--- src/smp_pkg.sv ---
`default_nettype none
package smp_pkg;

  // memory selector codes, command bits 4:2
  localparam logic [2:0] SEL_REG = 3'h0;
  localparam logic [2:0] SEL_OTP = 3'h1;
  localparam logic [2:0] SEL_XRAM = 3'h2;
  localparam logic [2:0] SEL_EEC = 3'h3;
  localparam logic [2:0] SEL_IDATA = 3'h4;
  localparam logic [2:0] SEL_TEST = 3'h5;
  localparam logic [2:0] SEL_EXT_SFR = 3'h6;
  localparam logic [2:0] SEL_DEVEL = 3'h7;

  // command byte layout
  localparam int CMD_IDX_LSB = 5;
  localparam int CMD_SEL_LSB = 2;
  localparam int CMD_WR_BIT = 1;
  localparam int CMD_PAR_BIT = 0;

  // status byte layout
  localparam int ST_FAIL = 7;
  localparam int ST_PAR = 6;
  localparam int ST_ADR = 5;
  localparam int ST_CMD = 4;
  localparam int ST_CNT = 3;
  localparam logic [2:0] ST_FIXED = 3'h2;
  localparam logic [7:0] ST_OK = 8'h02;

  // frame lengths in serial clocks
  localparam logic [5:0] LEN_REG = 6'h10;
  localparam logic [5:0] LEN_SHORT = 6'h18;
  localparam logic [5:0] LEN_LONG = 6'h20;
  localparam logic [5:0] LEN_MAX = 6'h20;

  // timing
  localparam int CLK_NS = 20;
  localparam int SCLK_NS = 160;
  localparam int SCLK_HALF_CYC = SCLK_NS / (2 * CLK_NS);
  localparam int GAP_NS = 160;
  localparam int GAP_CYC = (GAP_NS + CLK_NS - 1) / CLK_NS;

  function automatic logic [5:0] smp_frame_len(input logic [2:0] sel);
    case (sel)
      SEL_REG: return LEN_REG;
      SEL_OTP, SEL_XRAM, SEL_DEVEL: return LEN_LONG;
      default: return LEN_SHORT;
    endcase
  endfunction

endpackage
`default_nettype wire

--- src/smp_if.sv ---
`timescale 1ns/10ps
`default_nettype none
interface smp_if;
  logic sclk;
  logic cs_n;
  logic mosi;
  logic miso;
  logic miso_oe;

  modport dev (
    input sclk,
    input cs_n,
    input mosi,
    output miso,
    output miso_oe
  );

  modport mst (
    output sclk,
    output cs_n,
    output mosi,
    input miso,
    input miso_oe
  );
endinterface
`default_nettype wire

--- src/smp_dev.sv ---
`timescale 1ns/10ps
`default_nettype none
// Behaviour
// - command byte: index, selector, write, parity
// - short memories use three-byte frames
// - long memories use four-byte frames
// - read data returns in the next frame
// - status byte leads every response
// - status low bits always 010
// - any error sets status top bit in last_status; the status byte sent on the link stays 02
// - bad odd parity flags and rejects
// - index and selector both set is illegal
// - unsupported selector flags illegal command
// - only 16, 24 or 32 clocks allowed
// - master checks status on every transfer
// - register file uses 16-clock frames
// - parity makes command byte odd
// - sample falling, drive rising, MSB first
// - writes commit after chip select rises
// - deselect resets port, output released
module smp_dev #(
  parameter logic [7:0] SEL_SUPPORT = 8'hFF
) (
  // system
  input wire logic clk,
  input wire logic sys_rst,
  input wire logic clk_en,
  // serial link
  smp_if.dev link,
  // memory access port
  output logic mem_wr,
  output logic mem_rd,
  output logic [2:0] mem_sel,
  output logic [2:0] mem_reg_idx,
  output logic [15:0] mem_addr,
  output logic [7:0] mem_wdata,
  input wire logic [7:0] mem_rdata,
  // frame report
  output logic frame_done,
  output logic [7:0] last_status
);

  // pin synchronisers; stage 3 only feeds edge detection
  logic sclk_s1_reg, sclk_s2_reg, sclk_s3_reg;
  logic cs_s1_reg, cs_s2_reg, cs_s3_reg;
  logic mosi_s1_reg, mosi_s2_reg;

  logic [5:0] cnt_reg;
  logic [31:0] sr_reg;
  logic [7:0] cmd_reg;
  logic cmd_valid_reg;
  logic [7:0] rd_data_reg;
  logic rd_pend_reg;
  logic miso_reg;
  logic miso_oe_reg;
  logic mem_wr_reg;
  logic mem_rd_reg;
  logic [2:0] mem_sel_reg;
  logic [2:0] mem_idx_reg;
  logic [15:0] mem_addr_reg;
  logic [7:0] mem_wdata_reg;
  logic frame_done_reg;
  logic [7:0] last_status_reg;

  wire sclk_rise = sclk_s2_reg & ~sclk_s3_reg;
  wire sclk_fall = ~sclk_s2_reg & sclk_s3_reg;
  wire cs_fall = ~cs_s2_reg & cs_s3_reg;
  wire cs_rise = cs_s2_reg & ~cs_s3_reg;
  wire selected = ~cs_s2_reg;

  wire [2:0] cmd_idx = cmd_reg[smp_pkg::CMD_IDX_LSB +: 3];
  wire [2:0] cmd_sel = cmd_reg[smp_pkg::CMD_SEL_LSB +: 3];
  wire cmd_wr = cmd_reg[smp_pkg::CMD_WR_BIT];

  // flags only judge what has arrived so far
  wire par_err = cmd_valid_reg & ~(^cmd_reg);
  wire adr_err = cmd_valid_reg & (cmd_idx != 3'h0)
    & (cmd_sel != smp_pkg::SEL_REG);
  wire cmd_err = cmd_valid_reg & ~SEL_SUPPORT[cmd_sel];
  wire [5:0] need_len = smp_pkg::smp_frame_len(cmd_sel);
  wire len_legal = (cnt_reg == smp_pkg::LEN_REG)
    | (cnt_reg == smp_pkg::LEN_SHORT)
    | (cnt_reg == smp_pkg::LEN_LONG);
  // a legal count that disagrees with the command still sets cnt_err
  wire cnt_err = ~len_legal | ~cmd_valid_reg
    | (cnt_reg != need_len);

  wire any_live = par_err | adr_err | cmd_err;
  wire [7:0] live_status = {any_live, par_err, adr_err, cmd_err, 1'b0,
    smp_pkg::ST_FIXED};
  wire any_end = any_live | cnt_err;
  wire [7:0] end_status = {any_end, par_err, adr_err, cmd_err, cnt_err,
    smp_pkg::ST_FIXED};

  // response: status first, then a pending read byte, then zeros
  wire [2:0] bit_pos = ~cnt_reg[2:0];
  wire tx_bit = (cnt_reg < 6'h08) ? live_status[bit_pos] :
    (cnt_reg < 6'h10) ? rd_data_reg[bit_pos] : 1'b0;

  wire commit_ok = cs_rise & ~any_end;
  wire [15:0] frame_addr = (need_len == smp_pkg::LEN_LONG) ? sr_reg[23:8] :
    (need_len == smp_pkg::LEN_SHORT) ? {8'h00, sr_reg[15:8]} : 16'h0000;

  // synchronisers
  always_ff @(posedge clk or posedge sys_rst) begin
    if (sys_rst) begin
      sclk_s1_reg <= 1'b0;
      sclk_s2_reg <= 1'b0;
      sclk_s3_reg <= 1'b0;
      cs_s1_reg <= 1'b1;
      cs_s2_reg <= 1'b1;
      cs_s3_reg <= 1'b1;
      mosi_s1_reg <= 1'b0;
      mosi_s2_reg <= 1'b0;
    end else if (clk_en) begin
      sclk_s1_reg <= link.sclk;
      sclk_s2_reg <= sclk_s1_reg;
      sclk_s3_reg <= sclk_s2_reg;
      cs_s1_reg <= link.cs_n;
      cs_s2_reg <= cs_s1_reg;
      cs_s3_reg <= cs_s2_reg;
      mosi_s1_reg <= link.mosi;
      mosi_s2_reg <= mosi_s1_reg;
    end
  end

  // receive shifter, clock counter and command capture
  always_ff @(posedge clk or posedge sys_rst) begin
    if (sys_rst) begin
      cnt_reg <= 6'h00;
      sr_reg <= 32'h0000_0000;
      cmd_reg <= 8'h00;
      cmd_valid_reg <= 1'b0;
    end else if (clk_en) begin
      if (cs_fall | ~selected) begin
        cnt_reg <= 6'h00;
        cmd_valid_reg <= 1'b0;
      end else if (sclk_fall) begin
        sr_reg <= {sr_reg[30:0], mosi_s2_reg};
        if (cnt_reg != 6'h3F) begin
          cnt_reg <= cnt_reg + 6'h01;
        end
        if (cnt_reg == 6'h07) begin
          cmd_reg <= {sr_reg[6:0], mosi_s2_reg};
          cmd_valid_reg <= 1'b1;
        end
      end
    end
  end

  // serial output: drive on rising edges, released while deselected
  always_ff @(posedge clk or posedge sys_rst) begin
    if (sys_rst) begin
      miso_reg <= 1'b0;
      miso_oe_reg <= 1'b0;
    end else if (clk_en) begin
      miso_oe_reg <= selected;
      if (~selected) begin
        miso_reg <= 1'b0;
      end else if (sclk_rise) begin
        miso_reg <= tx_bit;
      end
    end
  end

  // commit on the system clock once the frame is closed
  always_ff @(posedge clk or posedge sys_rst) begin
    if (sys_rst) begin
      mem_wr_reg <= 1'b0;
      mem_rd_reg <= 1'b0;
      mem_sel_reg <= 3'h0;
      mem_idx_reg <= 3'h0;
      mem_addr_reg <= 16'h0000;
      mem_wdata_reg <= 8'h00;
      frame_done_reg <= 1'b0;
      last_status_reg <= smp_pkg::ST_OK;
    end else if (clk_en) begin
      mem_wr_reg <= commit_ok & cmd_wr;
      mem_rd_reg <= commit_ok & ~cmd_wr;
      frame_done_reg <= cs_rise;
      if (cs_rise) begin
        last_status_reg <= end_status;
      end
      if (commit_ok) begin
        mem_sel_reg <= cmd_sel;
        mem_idx_reg <= cmd_idx;
        mem_addr_reg <= frame_addr;
        mem_wdata_reg <= sr_reg[7:0];
      end
    end
  end

  // read result is held for the next frame only
  always_ff @(posedge clk or posedge sys_rst) begin
    if (sys_rst) begin
      rd_data_reg <= 8'h00;
      rd_pend_reg <= 1'b0;
    end else if (clk_en) begin
      rd_pend_reg <= mem_rd_reg;
      if (rd_pend_reg) begin
        rd_data_reg <= mem_rdata;
      end else if (cs_rise) begin
        rd_data_reg <= 8'h00;
      end
    end
  end

  assign link.miso = miso_reg;
  assign link.miso_oe = miso_oe_reg;
  assign mem_wr = mem_wr_reg;
  assign mem_rd = mem_rd_reg;
  assign mem_sel = mem_sel_reg;
  assign mem_reg_idx = mem_idx_reg;
  assign mem_addr = mem_addr_reg;
  assign mem_wdata = mem_wdata_reg;
  assign frame_done = frame_done_reg;
  assign last_status = last_status_reg;

endmodule
`default_nettype wire

--- src/flat_wrapper.sv ---
// flat-port wrapper written by rule: the top's interface ports become plain ports
module smp_dev_flat 
#(
  parameter logic [7:0] SEL_SUPPORT = 8'hFF
)
  (clk, sys_rst, clk_en, mem_wr, mem_rd, mem_sel, mem_reg_idx, mem_addr, mem_wdata, mem_rdata, frame_done, last_status, link_sclk, link_cs_n, link_mosi, link_miso, link_miso_oe);
  smp_if link_i ();
  input wire logic clk;
  input wire logic sys_rst;
  input wire logic clk_en;
  output logic mem_wr;
  output logic mem_rd;
  output logic [2:0] mem_sel;
  output logic [2:0] mem_reg_idx;
  output logic [15:0] mem_addr;
  output logic [7:0] mem_wdata;
  input wire logic [7:0] mem_rdata;
  output logic frame_done;
  output logic [7:0] last_status;
  input wire logic [$bits(link_i.sclk)-1:0] link_sclk;
  input wire logic [$bits(link_i.cs_n)-1:0] link_cs_n;
  input wire logic [$bits(link_i.mosi)-1:0] link_mosi;
  output wire logic [$bits(link_i.miso)-1:0] link_miso;
  output wire logic [$bits(link_i.miso_oe)-1:0] link_miso_oe;
  assign link_i.sclk = link_sclk;
  assign link_i.cs_n = link_cs_n;
  assign link_i.mosi = link_mosi;
  assign link_miso = link_i.miso;
  assign link_miso_oe = link_i.miso_oe;
  smp_dev #(.SEL_SUPPORT(SEL_SUPPORT)) u_core (.clk(clk), .sys_rst(sys_rst), .clk_en(clk_en), .link(link_i), .mem_wr(mem_wr), .mem_rd(mem_rd), .mem_sel(mem_sel), .mem_reg_idx(mem_reg_idx), .mem_addr(mem_addr), .mem_wdata(mem_wdata), .mem_rdata(mem_rdata), .frame_done(frame_done), .last_status(last_status));
endmodule
--- config.mk ---
export PLATFORM = sky130hd
export DESIGN_NAME = smp_dev_flat
export DESIGN_NICKNAME = d
export VERILOG_FILES = /design/src/smp_pkg.sv /design/src/smp_if.sv /design/src/smp_dev.sv /design/src/flat_wrapper.sv
export SDC_FILE = /design/constraint.sdc
export NUM_CORES = 1
export LEC_CHECK = 0
export CAP_MARGIN = 20
export CELL_PAD_IN_SITES_DETAIL_PLACEMENT = 0
export CELL_PAD_IN_SITES_GLOBAL_PLACEMENT = 1
export CORE_ASPECT_RATIO = 1.1
export CORE_UTILIZATION = 30
export DETAILED_ROUTE_END_ITERATION = 10
export DONT_BUFFER_PORTS = 1
export PLACE_DENSITY = 0.61
export SYNTH_ARGS = -nofsm -noshare
export SYNTH_HDL_FRONTEND = slang
export SYNTH_SLANG_ARGS = --single-unit
--- constraint.sdc ---
create_clock -name clk -period 9.1 [get_ports clk]
set_input_delay 2.73 -clock clk [delete_from_list [all_inputs] [get_ports clk]]
set_output_delay 2.73 -clock clk [all_outputs]
set_load 0.02 [all_outputs]
* After elaboration in Yosys (flattened, before gate mapping) *
Memory sizes are Yosys's and may differ from the RTL's.
Index checks and enable logic that the tools add are counted.

word-level totals
  register bits = 96
  latch bits = 0
  bits in writable memories = 0
  bits in read-only memories = 8
  input bits = 14
  output and inout port bits = 43
  logic and storage cells = 110
  memories kept = 1

cells by class
  add/subtract/negate cells = 1
  multipliers = 0
  div/mod/pow operators = 0
  $lt $le $gt $ge = 4
  eq/ne operators = 11
  shifts and indexed selects = 0
  mux-type cells = 20
  bitwise operators = 31
  reductions and logical operators = 18

memory list
  memory            depth  bits a word  read ports  clocked after memory_dff  write ports  line           text
  (name not given)  8      1            1           0                         0            smp_dev.sv:79  wire cmd_err = cmd_valid_reg & ~SEL_SUPPORT[cmd_sel];

operators by type and width
  kind                                                  number
  two-way mux 8 bit                                     3
  equality test 6 x 5 -> 1 bit (second input constant)  3
  two-way mux 6 bit                                     3
  two-way mux 16 bit                                    1
  equality test 6 bit (second input constant)           2
  case mux 6 bit (2 select lines)                       1
  AND 1 bit                                             11
  inverter 1 bit                                        11
  two-way mux 1 bit                                     10
  nonzero test 2 bit                                    5
  AND reduction 3 bit                                   3
  < comparator 3 x 4 -> 1 bit (second input constant)   2
  OR 1 bit                                              8
  AND reduction 2 bit                                   4
  XOR reduction 8 bit                                   1
  adder 6 x 1 -> 6 bit (second input constant)          1
  binary-select mux 1 bit (select 3 bit)                2
  equality test 6 x 3 -> 1 bit (second input constant)  1
  < comparator 6 x 4 -> 1 bit (second input constant)   1
  < comparator 6 x 5 -> 1 bit (second input constant)   1
  != test 6 bit                                         1
  != test 6 bit (second input constant)                 1
  nonzero test 3 bit                                    2
  AND reduction 4 bit                                   1
  other kinds (6)                                       6

* Longest topological paths before layout *
Gate-level depths: netlist (run 1).

  word-level depth = 10
  mapped depth = 9
  depth with buffers taken out = 7

* Worst setup path before layout (run 1) *
Ideal clock, no wire load.

  path kind = input -> register
  start = input clk_en
  end = register u_core.cmd_reg[0]
  library setup time = 0.125 ns
  data arrival time = 4.039 ns
  required time = 8.975 ns
  setup slack = 4.936 ns
  cell stages on the path = 6
  buffers on the path = 2
  cell sequence = clkbuf_1 -> nand2b_1 -> nor3_2 -> and2_1 -> buf_2 -> mux2_2

on the way
  word-level cells in the longest chain between the ends = 1

RTL lines
  what                           line                text
  start, declared                flat_wrapper.sv:10  input wire logic clk_en;
  AND reduction 4 bit (no line)  --
  end signal, assigned           smp_dev.sv:144      cmd_reg <= {sr_reg[6:0], mosi_s2_reg};
  end, declared                  smp_dev.sv:50       logic [7:0] cmd_reg;

No other way between the ends.
A chain may end at the register's enable or synchronous reset.

* Worst setup path in the final report (run 1) *
  start = input clk_en
  end = register u_core.mem_wdata_reg[1] (netlist: u_core.mem_wdata[1])

on the way
  word-level cells in the longest chain between the ends = 1

RTL lines
  what                           line            text
  AND reduction 2 bit (no line)  --
  end signal, assigned           smp_dev.sv:188  mem_wdata_reg <= sr_reg[7:0];
  end, declared                  smp_dev.sv:61   logic [7:0] mem_wdata_reg;

No other way between the ends.

==> out/metrics.yaml, run 1 <==
antenna_found_initial: 0
clockBufferDepth: 2
setup_viol: 0
timing.rr.start: "u_core.cmd_reg[2]"
seq_area_frac_synth: 0.558
post_cts_resized: 0
power.density_nw_per_um2: 188
io_buffers: 0
layout-drive-gt1-share: 0.231
drt-total-wl_um: 7890
final_antenna_net_count: 0
comb_power_share: 0.054
netlist.area_leader.share: 0.539
cts_sinks: 95
yosysTopAreaCell: "dfrtp_1"
fp.coreArea_um2: 13900
crit_type: "input pin to register"
switching_power_mw: 0.213
path_clk_slew_ns: 0.07
rows: 45
h-tree-depth: 3
die_x_um: 116
num_io_pins: 57
clkPwrFrac: 0.429
numCtsBuffers: 9
fin_ws_ns: 4.83
dp_slack_ns: 4.39
detailed_place_hpwl_um: 5320
start_util: 0.308
hold_viol: 0
synth.distinct_cells: 45
yosys_most_used_dff: "dfrtp_1"
die-area_um2: 14700
max_slew.worst_pin.slew_ns: 0.783
synth_compound_area_frac: 0.0572
reg2reg_setup_slack_ns: 6.25
grt_overflow: 0
synthTopCellsByArea: "dfrtp_1 (54%), mux2_2 (11%), mux2i_1 (4.2%)"
yosys_warnings: 0
seq_power_share: 0.517
route.vias.total: 2377
drc_errors: 0
yosysMostFrequentCell: "dfrtp_1"
cts-root-buf: "clkbuf_16"
largest_register_ffs: 24
syn_inst: 346
synth-simple-area-share: 0.0894
clk_latency_ns: 0.34
via_per_inst: 4.45
grt_pass1_vias: 2414
fin_worst_skew_ns: 0.00621
fin_crit_ns: 4.27
final.period_utilization: 0.470
synthAdderAreaFrac: 0.0205
postCtsSetupRepairBufs: 0
dp.cells: 517
drt_iter0_drc: 104
path_max_fanout: 33
cp.required_ns: 9.33
critPathArrivalTime_ns: 4.50
hp-class: "register to register"
grt_usage: 0.115
instances_no_fill: 534
diodes: 0
grt_setup_unrepaired: "no"
slew_headroom: 0.477
die_y_um: 127
synth_xor_area_frac: 0.0208
async_flop_share: 1.00
leakage_nw: 2.38
area_delta_synth_final_pct: 11.1
ys_seq_elements: 95
max_freq_mhz: 234
grt_pass1_wl_um: 12900
synth_mux_area_frac: 0.200
end_kind: "register"
intPower_mw: 0.679
synth_common_cells: "dfrtp_1 (92), nand2_1 (44), mux2_2 (41)"
startpoint: "clk_en"
maxCapViolCount: 0
outcome: "completed"
start_kind: "input pin"
routedWlPerCell_um: 14.8
ir_worst_vdd_uv: 107
first_pass_iters: 4
finalMaxSlewViolations: 0
sw_frac_of_total: 0.239
synth_edf_count: 0
holdCritStartpoint: "u_core.mosi_s1_reg"
synth_top_family_by_area: "multiplexers"
tns_ns: 0
syn_avg_cell_area_um2: 12.3
postLayoutCellArea_um2: 4740
grt_max_degree: 80
cts_hold_buf: 0
syn-cell-area_um2: 4270
placed_cell_area_um2: 4410
fin_nets: 362
place.gp.congestion: 0.766
cts_tree: "yes"
==> placed cells by master (no fill, tap or decap), types with 2 or more instances in the layout <==
cell type   n
dfrtp_1    92
nand2_1    44
mux2_2     41
inv_1      27
o21ai_0    19
mux2i_1    18
mux2_4     11
clkbuf_16   9
nor2_1      7
ha_1        7
and2_1      5
nor2b_1     4
conb_1      4
nand2b_1    3
nor3_1      3
o211ai_1    3
xor2_1      3
inv_6       3
dfstp_2     3
nor4b_1     2
xnor2_1     2
xnor3_1     2
a31oi_1     2
and3_1      2
mux4_2      2
a21oi_1     2
o22ai_1     2
clkinv_4    2
buf_4       2
==> worst max-delay path: stages <==
cell and delay, ns:
nand3b_1 0.38, nand4b_4 0.83, mux2_4 0.53
==> path summary, 6_finish.rpt <==
kind	to	cells past startpoint
min in group asynchronous	u_core.mem_addr[2]	1
setup / recovery	u_core.mem_wdata[1]	3
max in group asynchronous	u_core.cs_s3_reg	3
hold reg to reg	u_core.mosi_s2_reg	1
setup reg to reg	u_core.mem_wdata[1]	7
hold / removal	u_core.mosi_s2_reg	1
==> per-layer routing <==
| layer | global-route usage | vias up | part of all wire |
|---|---|---|---|
| met2 | 0.188 | 42 | 0.51 |
| li1 | - | 1149 | - |
| met3 | 0.0446 | 6 | 0.051 |
| met5 | 0 | - | 0 |
| met1 | 0.142 | 1180 | 0.43 |
| met4 | 0.0294 | 0 | 0.0090 |
==> cell type report <==
| cell class | instances | area, um^2 |
|---|---|---|
| clock inverter | 6 | 73.8 |
| clock buffer | 10 | 229 |
| multi-input combinational | 204 | 1680 |
| timing repair buffer | 3 | 42.5 |
| inverter | 28 | 108 |
| tap | 188 | 235 |
| fill | 1444 | 9110 |
| sequential | 95 | 2380 |
==> cell families after synthesis <==
logic type / count (synthesis)
AO/OA/AOI/OAI: 37
other: 2
multiplexers: 72
buffers and inverters: 49
XOR/XNOR: 7
adder cells (fa/ha/maj): 7
AND/OR/NAND/NOR: 77
flip-flops: 95
==> stage by stage <==
step	hold slack [ns]	total power, mW	utilization
global placement	0.483	0.517	0.319
global route	0.518	0.935	0.343
detailed placement	0.494	0.518	0.319
CTS	0.508	0.906	0.341
floorplan	0.473	0.506	-
finish	0.500	0.892	0.343
==> power by group through the flow <==
| stage | Clock, mW | Combinational [mW] | Sequential, mW |
|---|---|---|---|
| 2_1_floorplan | 0 | 0.0435 | 0.462 |
| 3_3_place_gp | 0 | 0.0468 | 0.470 |
| 3_5_place_dp | 0 | 0.0481 | 0.470 |
| 4_1_cts | 0.396 | 0.0482 | 0.462 |
| 5_1_grt | 0.416 | 0.0553 | 0.464 |
| 6_report | 0.382 | 0.0482 | 0.461 |
Power figures use the tool's default switching activity.
==> run 2, diff against run 1 <==
==> constraint.sdc (replaced) <==
create_clock -name clk -period 4.2 [get_ports clk]
set_input_delay 1.26 -clock clk [delete_from_list [all_inputs] [get_ports clk]]
set_output_delay 1.26 -clock clk [all_outputs]
set_load 0.02 [all_outputs]
==> out/metrics.yaml, run 2 (synthesis gave the netlist of run 1 again) <==
outcome: "completed"
grt_pass1_wl_um: 13200
path_clk_slew_ns: 0.07
power.density_nw_per_um2: 418
max_slew.worst_pin.slew_ns: 0.696
path_max_fanout: 28
end_kind: "register"
die-area_um2: 14700
diodes: 0
cp-endpoint: "u_core.mem_addr[12]"
finalMaxSlewViolations: 0
ir_worst_vdd_uv: 273
fill_cells: 1404
rows: 45
die_x_um: 116
layout_commonest_cell: "dfrtp_1"
reg2reg_setup_slack_ns: 1.43
holdCritStartpoint: "u_core.rd_pend_reg"
drt_iter0_drc: 100
cts_tree: "yes"
fin_worst_skew_ns: 0.0104
place.gp.congestion: 0.757
critPathArrivalTime_ns: 2.99
grt_max_degree: 83
via_per_inst: 4.45
final_cell_mix: "dfrtp_1 (92), nand2_1 (44), mux2_2 (41)"
cp.required_ns: 4.43
first_pass_iters: 4
final.period_utilization: 0.659
clk_latency_ns: 0.34
hold_viol: 0
start_util: 0.308
antenna_found_initial: 0
post_cts_resized: 0
leakage_nw: 2.40
final_antenna_net_count: 0
cts-root-buf: "clkbuf_16"
cts_sinks: 95
detailed_place_hpwl_um: 5380
holdWs_ns: 0.503
fp.coreArea_um2: 13900
grt_overflow: 0
drc_errors: 0
numCtsBuffers: 9
largest_register_ffs: 24
clockBufferDepth: 2
timing.rr.start: "u_core.cmd_reg[2]"
grt_usage: 0.119
area_delta_synth_final_pct: 12.1
setup_viol: 0
fin_nets: 364
grt_pass1_vias: 2500
h-tree-depth: 3
post-route-util: 0.346
worst-r2r-cell-count: 8
cts_hold_buf: 0
routedWlPerCell_um: 14.5
layout-drive-gt1-share: 0.236
num_io_pins: 57
postCtsSetupRepairBufs: 0
tns_ns: 0
maxCapViolCount: 0
max_freq_mhz: 361
drt-total-wl_um: 7760
p_total_mw: 2.00
slew_headroom: 0.529
hp-class: "register to register"
fin_crit_ns: 2.77
startpoint: "u_core.cmd_reg[2]"
worstReg2RegEnd: "u_core.mem_addr[12]"
start_kind: "register"
grt_setup_unrepaired: "no"
route.vias.total: 2383
crit_type: "register to register"
die_y_um: 127
io_buffers: 0
[run 2: cell types whose count changed in the layout (fill, tap and decap cells not counted)]
cell | previous run | this run
buf_4 | 2 | 4
clkinv_4 | 2 | 0
bufinv_16 | 1 | 2
clkbuf_8 | 0 | 1
[run 2: layout make-up]
class / instances / area, um^2 / share of cell area
well taps: 188 / 235 / 0.0492
inverters: 28 / 108 / 0.0225
multi-input cells: 204 / 1680 / 0.350
clock inverters: 5 / 86.3 / 0.0180
repair buffers: 5 / 57.6 / 0.0120
flip-flops and latches: 95 / 2380 / 0.498
clock buffers: 11 / 243 / 0.0507
[run 2: per-layer routing]
metal | wire length, um | GRT usage | part of all wire
met5 | 0 | 0 | 0
met4 | 95 | 0.0362 | 0.012
met3 | 429 | 0.0446 | 0.055
met2 | 3950 | 0.197 | 0.51
met1 | 3290 | 0.142 | 0.42
[run 2: worst min path at each step]
stage               depth (start not counted)  slack, ns                  to
floorplan                                   1       0.47  u_core.rd_pend_reg
global placement                            1       0.49  u_core.mosi_s2_reg
detailed placement                          1       0.50  u_core.rd_pend_reg
CTS                                         1       0.51  u_core.rd_pend_reg
global route                                1       0.52  u_core.mosi_s2_reg
finish                                      1       0.50  u_core.rd_pend_reg
[run 2: power by group]
| part | internal, mW | total [mW] | switching, mW |
|---|---|---|---|
| Sequential | 0.953 | 1.00 | 0.0488 |
| Combinational | 0.0480 | 0.105 | 0.0569 |
| Clock | 0.545 | 0.894 | 0.350 |
| Total | 1.55 | 2.00 | 0.455 |
[run 2: critical path: stages (launching register included)]
cell	delay, ns
dfrtp_1	0.41
inv_1	0.10
ha_1	0.32
xor2_1	0.14
xnor3_1	0.40
nand2_1	0.18
nand4b_4	0.56
buf_4	0.41
mux2i_1	0.13
[run 2: metrics by stage]
step	setup WS [ns]	cells	area [um^2]
floorplan	0.468	348	4280
global placement	1.36	519	4430
detailed placement	1.32	519	4430
CTS	1.35	535	4760
global route	1.11	536	4790
finish	1.43	536	4790
==> run 3, diff against run 2 <==
==> constraint.sdc (replaced) <==
create_clock -name clk -period 2.7 [get_ports clk]
set_input_delay 0.81 -clock clk [delete_from_list [all_inputs] [get_ports clk]]
set_output_delay 0.81 -clock clk [all_outputs]
set_load 0.02 [all_outputs]
==> out/metrics.yaml, run 3 (synthesis gave the netlist of run 1 again) <==
final_antenna_net_count: 0
h-tree-depth: 3
grt_pass1_wl_um: 13300
fin_nets: 370
area_delta_synth_final_pct: 12.0
die_y_um: 127
start_util: 0.308
worstPathCellList: "inv_1 -> ha_1 -> xor2_1 -> xnor3_1 -> nand2_1 -> nand4b_4 -> buf_4 -> mux2i_1"
final.period_utilization: 0.918
route.vias.total: 2407
grt_usage: 0.118
max_freq_mhz: 403
clockBufferDepth: 2
die-area_um2: 14700
leakage_nw: 2.39
start_kind: "register"
routedWlPerCell_um: 14.7
grt_max_degree: 96
cts-root-buf: "clkbuf_16"
dp_slack_ns: 0.172
crit_type: "register to register"
layout-drive-gt1-share: 0.251
antenna_found_initial: 0
via_per_inst: 4.44
layout_commonest_cell: "dfrtp_1"
postCtsSetupRepairBufs: 0
detailed_place_hpwl_um: 5480
io_buffers: 0
place.gp.congestion: 0.721
path_clk_slew_ns: 0.07
setup_viol: 0
cts_sinks: 95
cts_hold_buf: 0
post_cts_resized: 0
power.density_nw_per_um2: 616
finalMaxSlewViolations: 0
final_cell_mix: "dfrtp_1 (92), nand2_1 (44), mux2_2 (41)"
fin_crit_ns: 2.48
hp-class: "input pin to asynchronous set/reset pin"
slew_headroom: 0.662
grt_setup_unrepaired: "no"
die_x_um: 116
fin_worst_skew_ns: 0.00616
holdWs_ns: 0.469
drc_errors: 0
critPathArrivalTime_ns: 2.70
diodes: 0
ir_worst_vdd_uv: 459
cp.required_ns: 2.92
cts_tree: "yes"
fp.coreArea_um2: 13900
worst_path_largest_cell_delay_ns: 0.40
p_total_mw: 2.94
maxCapViolCount: 0
fin_ws_ns: 0.220
path_max_fanout: 19
first_pass_iters: 4
grt_pass1_vias: 2493
end_kind: "register"
crit_slowest_cell: "dfrtp_1"
instances_no_fill: 542
num_io_pins: 57
largest_register_ffs: 24
drt-total-wl_um: 7950
clk_latency_ns: 0.34
drt_iter0_drc: 114
outcome: "completed"
max_slew.worst_pin.slew_ns: 0.506
grt_overflow: 0
fill_cells: 1421
rows: 45
numCtsBuffers: 9
hold_viol: 0
tns_ns: 0
dp.cells: 526
==> run 3: cell types whose count changed in the layout (fill, tap and decap cells not counted), sizes merged <==
cell,previous run,this run
bufinv,2,0
buf,5,11
clkinvlp,0,4
clkbuf,11,9
==> run 3: power by group <==
| part | switching, mW | internal (mW) | leakage, nW | total [mW] |
|---|---|---|---|---|
| clock network | 0.578 | 0.644 | 0.133 | 1.22 |
| logic | 0.0989 | 0.0767 | 1.07 | 0.176 |
| registers | 0.0640 | 1.48 | 1.19 | 1.55 |
==> run 3: worst max-delay path, delay by kind of cell, from the launching register on <==
kind | cells | cell delay [ns]
XOR/XNOR | 2 | 0.53
adder cells (fa/ha/maj) | 1 | 0.31
buffers and inverters | 2 | 0.44
flip-flops | 1 | 0.40
multiplexers | 1 | 0.13
AND/OR/NAND/NOR | 2 | 0.54
==> run 3: path summary, 6_finish.rpt <==
path,from,end,slack [ns],depth (start not counted)
max in group asynchronous,sys_rst,u_core.last_status[6],1.84,2
setup reg to reg,u_core.cmd_reg[2],u_core.mem_addr[14],0.22,8
setup / recovery,u_core.cmd_reg[2],u_core.mem_addr[14],0.22,8
min in group clk,u_core.sclk_s1_reg,u_core.sclk_s2_reg,0.51,1
hold reg to reg,u_core.sclk_s1_reg,u_core.sclk_s2_reg,0.51,1
hold / removal,sys_rst,u_core.sclk_s2_reg,0.47,2
==> run 3: cell type report <==
| cell class | count | area, um^2 | area share |
|---|---|---|---|
| clock buffers | 9 | 225 | 0.0471 |
| repair buffers | 11 | 95.1 | 0.0199 |
| clock inverters | 7 | 62.6 | 0.0131 |
| well taps | 188 | 235 | 0.0492 |
| multi-input cells | 204 | 1680 | 0.350 |
| flip-flops and latches | 95 | 2380 | 0.498 |
| inverters | 28 | 109 | 0.0228 |
==> run 3: metrics by stage <==
step | utilization | instance area [um^2]
global route | 0.345 | 4780
global placement | 0.325 | 4500
detailed placement | 0.325 | 4500
finish | 0.345 | 4780
CTS | 0.345 | 4780
floorplan | - | 4280
==> run 3: per-layer routing <==
metal	vias up	global-route usage	part of all wire
met4	0	0.0347	0.010
met5	-	0	0
li1	1163	-	-
met1	1193	0.151	0.44
met3	8	0.0342	0.046
met2	43	0.194	0.50
